<file path="src/common/tofl_pkg.sv">
/*
  Constants for the timer output-mode and input-filter block.
  Assumes an APB slave with 32-bit data and byte strobes.
*/
package tofl_pkg;
  // Register indices; each register's byte address is four times its index.
  localparam logic [31:0] IDX_NFEN = 32'h000f_0071;
  localparam logic [31:0] IDX_ISC = 32'h000f_0073;
  localparam logic [31:0] IDX_TOM = 32'h000f_01be;
  localparam logic [31:0] IDX_TOL = 32'h0000_0010;
  localparam logic [31:0] IDX_TOE = 32'h0000_0011;
  localparam logic [31:0] IDX_STAT = 32'h0000_0012;
  // Byte addresses derived from the indices.
  localparam logic [31:0] ADDR_NFEN = {IDX_NFEN[29:0], 2'b00};
  localparam logic [31:0] ADDR_ISC = {IDX_ISC[29:0], 2'b00};
  localparam logic [31:0] ADDR_TOM = {IDX_TOM[29:0], 2'b00};
  localparam logic [31:0] ADDR_TOL = {IDX_TOL[29:0], 2'b00};
  localparam logic [31:0] ADDR_TOE = {IDX_TOE[29:0], 2'b00};
  localparam logic [31:0] ADDR_STAT = {IDX_STAT[29:0], 2'b00};
  // Reset values.
  localparam logic [15:0] RST_TOM = 16'h0000;
  localparam logic [7:0] RST_BYTE = 8'h00;
  // Field positions and masks.
  localparam int ISC_CH7 = 1;
  localparam int ISC_INT0 = 0;
  localparam int NF_RSVD = 2;
  localparam int CH7 = 7;
  localparam logic [7:0] NFEN_MASK = 8'hfb;
  localparam logic [1:0] ISC_MASK = 2'h3;
  localparam int NCH = 8;
endpackage : tofl_pkg

</file>
<file path="src/logic/tofl_in_cond.sv">
/*
  Input conditioner: a two-flop synchroniser followed by an optional
  two-cycle level filter. Assumes pin_in is asynchronous to pclk.
*/
`timescale 1ns/100ps
module tofl_in_cond (
  // Clock and reset.
  input wire logic pclk,
  input wire logic presetn,
  // Raw pin and filter enable.
  input wire logic pin_in,
  input wire logic filt_en,
  // Synchronised and conditioned levels.
  output logic sync_out,
  output logic cond_out
);
  typedef struct packed {
    logic s1;
    logic s2;
    logic s3;
    logic out;
  } tofl_cond_s;

  tofl_cond_s st_ff;
  tofl_cond_s nxt_st;

  // The first flop feeds only the second; the filter looks at s2 and s3.
  always_comb begin
    nxt_st = st_ff;
    nxt_st.s1 = pin_in;
    nxt_st.s2 = st_ff.s1;
    nxt_st.s3 = st_ff.s2;
    if (filt_en) begin
      if (st_ff.s2 == st_ff.s3) begin
        nxt_st.out = st_ff.s2; // RQ15
      end
    end else begin
      nxt_st.out = st_ff.s2; // RQ16
    end
  end

  // State register.
  always_ff @(posedge pclk or negedge presetn) begin
    if (!presetn) begin
      st_ff <= '0;
    end else begin
      st_ff <= nxt_st;
    end
  end

  assign sync_out = st_ff.s2;
  assign cond_out = st_ff.out;
endmodule : tofl_in_cond

</file>
<file path="src/logic/tofl_top.sv">
/*
  Timer output-mode, output-level and input-conditioning block with an
  APB register slave. Assumes channel interrupt pulses come from the
  counter core on pclk and that timer and serial pins are asynchronous.
*/
// The APB interface to the registers was decided locally.
// Function
// RQ1: A polarity change takes effect at the next output transition.
// RQ2: Polarity bit 1 drives the channel output active-low.
// RQ3: Polarity bit 0 drives the channel output active-high.
// RQ4: Polarity is ignored in master output mode.
// RQ5: Mode 0 toggles the output on the channel's own interrupt.
// RQ6: Mode 1 sets on master interrupt, clears on own interrupt.
// RQ7: Mode change applies at next set or reset while output enabled.
// RQ8: Software uses mode 0 for masters and independent channels, 1 for slaves.
// RQ9: Output-mode register resets to zero; 16-bit or low-byte writes.
// RQ10: Software keeps mode and polarity bits 15 to 8 and 0 zero.
// RQ11: Channel-7 select 1 feeds serial receive line to channel 7.
// RQ12: Channel-7 select 0 uses the channel-7 timer input pin.
// RQ13: Interrupt select routes serial receive line or its pin to interrupt 0.
// RQ14: Input switch register resets to zero; bits 7 to 2 stay zero.
// RQ15: Enabled filter synchronises then needs two equal cycles.
// RQ16: Disabled filter only synchronises the input.
// RQ17: Filter enable register has one bit per channel; bit 2 reserved.
// RQ18: Filter enable register resets to zero; byte writes accepted.
// RQ19: Channel-7 filter bit acts on whichever source is selected.
// RQ20: Software clears port bits to use a shared pin as output.
// RQ21: Software sets port direction to input to use a shared pin as input.
`timescale 1ns/100ps
module tofl_top (
  // Clock and reset.
  input wire logic pclk,
  input wire logic presetn,
  // APB slave.
  input wire logic psel,
  input wire logic penable,
  input wire logic pwrite,
  input wire logic [31:0] paddr,
  input wire logic [31:0] pwdata,
  input wire logic [3:0] pstrb,
  output logic [31:0] prdata,
  output logic pready,
  output logic pslverr,
  // Counter core interrupt pulses, one per channel.
  input wire logic [7:0] channel_timer_interrupt,
  // Pins.
  input wire logic [7:0] timer_in_pin,
  input wire logic serial_receive_line,
  input wire logic ext_int0_pin,
  // Outputs to pins and to the counter core.
  output logic [7:0] timer_out_pin,
  output logic [7:0] timer_in_cond,
  output logic external_interrupt_0
);
  typedef struct packed {
    logic [15:0] tom;
    logic [7:0] tol;
    logic [7:0] toe;
    logic [1:0] input_switch_control;
    logic [7:0] nfen;
    logic [7:0] level;
    logic [7:0] pol_eff;
    logic [7:0] pin;
    logic [7:0] tin;
    logic int0;
    logic [31:0] prdata;
    logic pready;
    logic pslverr;
  } tofl_top_s;

  tofl_top_s st_ff;
  tofl_top_s nxt_st;

  logic [7:0] sync_v;
  logic [7:0] cond_v;
  logic rxd_sync;
  logic rxd_cond;
  logic int0_sync;
  logic ti7_cond;
  logic [7:0] filt_en;
  logic [7:0] mst_irq;
  logic [7:0] tog_v;
  logic [7:0] set_v;
  logic [7:0] rst_v;
  logic [7:0] ev_v;
  logic setup;
  logic access;
  logic hit;
  logic [31:0] rdata;

  // Channel 7 filter bit also guards the serial receive line.
  assign filt_en = st_ff.nfen; // RQ19

  // One conditioner per timer input pin.
  genvar g;
  generate
    for (g = 0; g < tofl_pkg::NCH; g++) begin : g_in
      tofl_in_cond u_cond (
        .pclk(pclk),
        .presetn(presetn),
        .pin_in(timer_in_pin[g]),
        .filt_en(filt_en[g]),
        .sync_out(sync_v[g]),
        .cond_out(cond_v[g])
      );
    end
  endgenerate

  // Serial receive line, filtered with the channel 7 enable.
  tofl_in_cond u_rxd (
    .pclk(pclk),
    .presetn(presetn),
    .pin_in(serial_receive_line),
    .filt_en(filt_en[tofl_pkg::CH7]),
    .sync_out(rxd_sync),
    .cond_out(rxd_cond)
  );

  // External interrupt pin, synchronised only.
  tofl_in_cond u_int0 (
    .pclk(pclk),
    .presetn(presetn),
    .pin_in(ext_int0_pin),
    .filt_en(1'b0),
    .sync_out(int0_sync),
    .cond_out()
  );

  assign ti7_cond = cond_v[tofl_pkg::CH7];

  // Master interrupt per channel: nearest lower channel in master mode.
  always_comb begin
    logic found;
    found = 1'b0;
    mst_irq = '0;
    for (int n = 1; n < tofl_pkg::NCH; n++) begin
      found = 1'b0;
      for (int k = n - 1; k >= 0; k--) begin
        if (!found && !st_ff.tom[k]) begin
          found = 1'b1;
          mst_irq[n] = channel_timer_interrupt[k];
        end
      end
    end
  end

  // Output events classified by the programmed mode.
  always_comb begin
    for (int n = 0; n < tofl_pkg::NCH; n++) begin
      tog_v[n] = !st_ff.tom[n] && channel_timer_interrupt[n]; // RQ5
      set_v[n] = st_ff.tom[n] && mst_irq[n]; // RQ6
      rst_v[n] = st_ff.tom[n] && channel_timer_interrupt[n]; // RQ6
      ev_v[n] = st_ff.toe[n] && (tog_v[n] || set_v[n] || rst_v[n]);
    end
  end

  // Bus phase decode and read mux.
  assign setup = psel && !penable;
  assign access = psel && penable && st_ff.pready;
  always_comb begin
    hit = 1'b1;
    rdata = '0;
    unique case (paddr)
      tofl_pkg::ADDR_NFEN: rdata[7:0] = st_ff.nfen;
      tofl_pkg::ADDR_ISC: rdata[1:0] = st_ff.input_switch_control;
      tofl_pkg::ADDR_TOM: rdata[15:0] = st_ff.tom;
      tofl_pkg::ADDR_TOL: rdata[7:0] = st_ff.tol;
      tofl_pkg::ADDR_TOE: rdata[7:0] = st_ff.toe;
      tofl_pkg::ADDR_STAT: rdata[15:0] = {st_ff.tin, st_ff.pin};
      default: hit = 1'b0;
    endcase
  end

  // Next-state logic for outputs, inputs and registers.
  always_comb begin
    nxt_st = st_ff;
    // Output level and latched polarity per channel.
    for (int n = 0; n < tofl_pkg::NCH; n++) begin
      if (ev_v[n]) begin
        if (tog_v[n]) begin
          nxt_st.level[n] = !st_ff.level[n]; // RQ5
        end else if (rst_v[n]) begin
          nxt_st.level[n] = 1'b0; // RQ6
        end else begin
          nxt_st.level[n] = 1'b1; // RQ6
        end
        // Mode and polarity are sampled only at a transition.
        nxt_st.pol_eff[n] = st_ff.tom[n] && st_ff.tol[n]; // RQ1 RQ4 RQ7
      end
    end
    nxt_st.pin = nxt_st.level ^ nxt_st.pol_eff; // RQ2 RQ3
    // Input routing.
    nxt_st.tin = cond_v;
    if (st_ff.input_switch_control[tofl_pkg::ISC_CH7]) begin
      nxt_st.tin[tofl_pkg::CH7] = rxd_cond; // RQ11
    end else begin
      nxt_st.tin[tofl_pkg::CH7] = ti7_cond; // RQ12
    end
    nxt_st.int0 = st_ff.input_switch_control[tofl_pkg::ISC_INT0] ? rxd_sync : int0_sync; // RQ13
    // Answer is prepared in setup and shown in the first access cycle.
    nxt_st.pready = setup;
    nxt_st.pslverr = setup && !hit;
    if (setup) begin
      nxt_st.prdata = pwrite ? '0 : rdata;
    end
    // Writes take effect at the completing access edge.
    if (access && pwrite && !st_ff.pslverr) begin
      unique case (paddr)
        tofl_pkg::ADDR_NFEN: begin
          if (pstrb[0]) begin
            nxt_st.nfen = pwdata[7:0] & tofl_pkg::NFEN_MASK; // RQ17 RQ18
          end
        end
        tofl_pkg::ADDR_ISC: begin
          if (pstrb[0]) begin
            nxt_st.input_switch_control = pwdata[1:0] & tofl_pkg::ISC_MASK; // RQ14
          end
        end
        tofl_pkg::ADDR_TOM: begin
          if (pstrb[0]) begin
            nxt_st.tom[7:0] = pwdata[7:0]; // RQ9
          end
          if (pstrb[1]) begin
            nxt_st.tom[15:8] = pwdata[15:8]; // RQ9
          end
        end
        tofl_pkg::ADDR_TOL: begin
          if (pstrb[0]) begin
            nxt_st.tol = pwdata[7:0];
          end
        end
        tofl_pkg::ADDR_TOE: begin
          if (pstrb[0]) begin
            nxt_st.toe = pwdata[7:0];
          end
        end
        default: begin
          nxt_st.tol = st_ff.tol;
        end
      endcase
    end
  end

  // State register; reset clears every register.
  always_ff @(posedge pclk or negedge presetn) begin
    if (!presetn) begin
      st_ff <= '0;
      st_ff.tom <= tofl_pkg::RST_TOM; // RQ9
      st_ff.input_switch_control <= tofl_pkg::RST_BYTE[1:0]; // RQ14
      st_ff.nfen <= tofl_pkg::RST_BYTE; // RQ18
    end else begin
      st_ff <= nxt_st;
    end
  end

  // Port drivers, all straight from the state register.
  assign prdata = st_ff.prdata;
  assign pready = st_ff.pready;
  assign pslverr = st_ff.pslverr;
  assign timer_out_pin = st_ff.pin;
  assign timer_in_cond = st_ff.tin;
  assign external_interrupt_0 = st_ff.int0;

  // Per-channel output checks.
  generate
    for (g = 0; g < tofl_pkg::NCH; g++) begin : g_chk

    end
  endgenerate
endmodule : tofl_top

</file>
<file path="config.mk">
export PLATFORM = sky130hd
export DESIGN_NAME = tofl_top
export DESIGN_NICKNAME = d
export VERILOG_FILES = /design/src/common/tofl_pkg.sv /design/src/logic/tofl_in_cond.sv /design/src/logic/tofl_top.sv
export SDC_FILE = /design/constraint.sdc
export NUM_CORES = 1
export LEC_CHECK = 0
export BUFFER_PORTS_ARGS = -buffer_cell sky130_fd_sc_hd__buf_4
export CAP_MARGIN = 20
export CELL_PAD_IN_SITES_DETAIL_PLACEMENT = 2
export CELL_PAD_IN_SITES_GLOBAL_PLACEMENT = 2
export CORE_MARGIN = 4
export CORE_UTILIZATION = 34
export CTS_CLUSTER_DIAMETER = 150
export CTS_CLUSTER_SIZE = 12
export DETAILED_ROUTE_END_ITERATION = 7
export PLACE_DENSITY_LB_ADDON = 0.1
export SETUP_SLACK_MARGIN = 0.2
export SYNTH_ARGS = -nofsm -noshare
export SYNTH_HDL_FRONTEND = slang
export SYNTH_SLANG_ARGS = --single-unit
</file>
<file path="constraint.sdc">
create_clock -name pclk -period 2.05 [get_ports pclk]
set_input_delay 0.615 -clock pclk [delete_from_list [all_inputs] [get_ports pclk]]
set_output_delay 0.615 -clock pclk [all_outputs]
set_load 0.01 [all_outputs]
</file>
==> flow_summary.yaml <==
timing:
  setup_tns_ps: -5520
  finalHoldViolations: 0
  period_share: 1.10
  period_minus_slack_ps: 2260
  setup_viol: 48
  rsz0062_at_grt: "true"
  skew_ps: 13.9
  clock.fmax_ghz: 0.443
  report.final.slew_viol_count: 0
  worst_slack_ps: -208
critical_path:
  crit_path_max_fanout: 5
  rrSetupSlack_ps: 210
  end_kind: "flop"
  rr_worst_depth: 6
  r2r_end: "st_ff[92]"
  rr_startpoint: "pready"
  path_class: "input pin to flop"
  setup.worst_path.start_class: "input pin"
  crit_start: "paddr[13]"
  required_ps: 2340
  cp.arrival_ps: 2550
routing:
  via_per_inst: 5.06
  drc: 0
  antenna_left: 0
  wl_per_cell_um: 21.9
  routed_wl_um: 19400
  drtIter0Drc: 171
  dr.pass1.iters: 6
  num_vias: 4485
layout:
  nets: 745
  fillCellCount: 1634
  syn2layout_area_growth_pct: 42.1
  utilization: 0.495
  final_layout_size_suffix_gt1_frac: 0.481
  design_area_um2: 8230
  diodes: 0
power_and_ir_drop:
  internal-power_mw: 4.71
  p_seq_frac: 0.428
  powerDensity_nw_per_um2: 751
  peakVddDrop_v: 0.000669
  switching_share: 0.237
  p_leak_nw: 3.85
  power_frac_comb: 0.068
  p_clk_frac: 0.504
  finalPower_mw: 6.18
  switching_power_mw: 1.47
floorplanning:
  row_count: 47
  fp.dieH_um: 139
  core_area_um2: 16600
  pin_count: 142
  die_w_um: 139
  start_util: 0.348
  die_area_um2: 19200
yosys:
  yosysWarnings: 0
  synth_flop_cell: "dfrtp_1"
  yosysTopAreaCell: "dfrtp_1"
  synth_edf_count: 0
  syn_area_um2: 5790
  synthCells: 511
  synth_top_area_share: 0.557
  synth-async-reset-ratio: 1.00
  netlist_top_cells_area: "dfrtp_1, mux2_2, buf_4"
  yosysSeqAreaShare: 0.557
  synth_cell_types: 57
  ys_seq_elements: 129
  avgSynthCellArea_um2: 11.3
clock_network:
  holdBufCountCts: 0
  clock_latency_ps: 420
  cts.reportedPaths.clkPinSlew_ps: 60
  clockBufferDepth: 2
  cts_buffers: 17
  cts_sinks: 129
  h-tree-depth: 4
  root_buffer: "clkbuf_16"
  cts_tree: "built"
placement:
  place_congestion: 0.851
  portBuffers: 107
  placed_area_um2: 6940
  hpwl_um: 13100
run_status:
  violations: "setup timing"
  status: "finished, violations left"
global_route:
  antenna_found_initial: 0
  grt.total_usage: 0.201
  grt_start_max_net_pins: 49
  grt_pass1_wl_um: 30300
  grt_pass1_vias: 5277
  gr-total-overflow: 0
job:
  maxCapViolCount: 0
hold_path:
  holdCritPathClass: "input pin to asynchronous set/reset pin"
## flip-flops by register name (all words and copies together) (netlist names), 7 cells and up
name,count
timer_in_cond,8
st_ff,50
g_in.u_cond.st_ff,7
g_in.u_cond.cond_out,8
filt_en,7
timer_out_pin,8
g_in.u_cond.sync_out,8
prdata,16
g_in.u_cond.nxt_st,8
## final cells by class
| class | count | area (um^2) | share of cell area |
|---|---|---|---|
| multi-input cells | 316 | 2610 | 0.317 |
| repair buffers | 170 | 1430 | 0.173 |
| clock buffers | 20 | 467 | 0.0567 |
| clock inverters | 12 | 143 | 0.0173 |
| well taps | 220 | 275 | 0.0334 |
| flip-flops and latches | 129 | 3230 | 0.393 |
| inverters | 20 | 78.8 | 0.00958 |
## power by group through the flow
stage / clock network (mW) / registers, mW / logic [mW]
final: 3.12 / 2.64 / 0.420
after floorplan: 0 / 2.68 / 0.144
after global placement: 0 / 2.68 / 0.364
after CTS: 3.18 / 2.64 / 0.402
after global routing: 3.34 / 2.65 / 0.458
after detailed placement: 0 / 2.69 / 0.377
## what timing repair did
item,4_1_cts,5_1_grt
resized for setup,92,52
setup endpoints to repair,60,70
pin swaps,22,18
cloned,1,0
buffers inserted,7,6
## worst max-delay path, stage by stage
cell	delay, ps
buf_6	90
or4_4	560
nor3_4	170
nand4b_1	270
nor3_2	340
buf_6	200
mux2_4	310
## cell usage in the layout (no fill, tap or decap), types with 16 or more instances in the layout
cell type	Yosys	final
conb_1	1	16
mux2_4	0	24
nor2_1	25	23
clkbuf_16	0	17
a21oi_1	33	29
inv_1	20	19
mux2_2	43	19
dfrtp_1	129	125
nand2_1	33	26
buf_4	48	139
buf_6	0	26
## cell usage after synthesis (2+ instances only)
| cell type | n |
|---|---|
| o2111ai_1 | 2 |
| nor4_1 | 4 |
| a21o_1 | 3 |
| o211ai_1 | 2 |
| o21a_1 | 2 |
| nand4b_1 | 2 |
| and3_1 | 3 |
| or4_1 | 2 |
| nor3_1 | 5 |
| a221o_1 | 4 |
| xor2_1 | 7 |
| nand2_1 | 33 |
| a211oi_1 | 2 |
| buf_2 | 5 |
| nor2_1 | 25 |
| mux2i_1 | 11 |
| xnor2_1 | 4 |
| nand3_1 | 10 |
| dfrtp_1 | 129 |
| and2_1 | 3 |
| nor2b_1 | 7 |
| nor3b_1 | 2 |
| o22ai_1 | 4 |
| o21ai_0 | 21 |
| or4_4 | 2 |
| nor4_2 | 3 |
| nor3_2 | 2 |
| inv_1 | 20 |
| a22oi_1 | 15 |
| a31oi_1 | 3 |
| o21ai_1 | 7 |
| clkbuf_1 | 7 |
| a21oi_1 | 33 |
| buf_4 | 48 |
| nand2b_1 | 14 |
| mux2_2 | 43 |
| o2bb2ai_1 | 2 |
## routing by layer
metal	GRT usage	part of all wire	wire length (um)	vias to the layer above
met3	0.0497	0.044	857	28
met2	0.351	0.52	10100	115
li1	-	-	-	2022
met4	0.0655	0.018	354	0
met5	0	0	0	-
met1	0.243	0.42	8100	2320
## metrics by stage
stage                     worst slack [ps]  instances  hold slack [ps]
after floorplan                       -463        526              319
after global placement                -576        841              331
after detailed placement              -621        841              336
after CTS                             -164        881              143
after global routing                  -261        887              160
final                                 -208        887              140
## how the worst max path moves through the flow
stage | slack [ps] | depth (start not counted) | endpoint
after floorplan | -460 | 8 | prdata[10]
after global placement | -580 | 8 | st_ff[75]
after detailed placement | -620 | 8 | prdata[8]
after CTS | -160 | 8 | prdata[8]
after global routing | -260 | 7 | st_ff[95]
final | -210 | 7 | st_ff[95]
## kinds of logic (layout without fill, tap and decap cells)
kind of cell / Yosys count / after routing / share of synthesized area
buf+inv: 81 / 222 / 0.0846
compound gates: 108 / 108 / 0.116
other cells: 1 / 16 / 0.000647
flops: 129 / 129 / 0.557
simple gates: 127 / 127 / 0.122
xor+xnor: 11 / 11 / 0.0166
mux: 54 / 54 / 0.103
No activity file was read; power rests on OpenSTA's default activity.
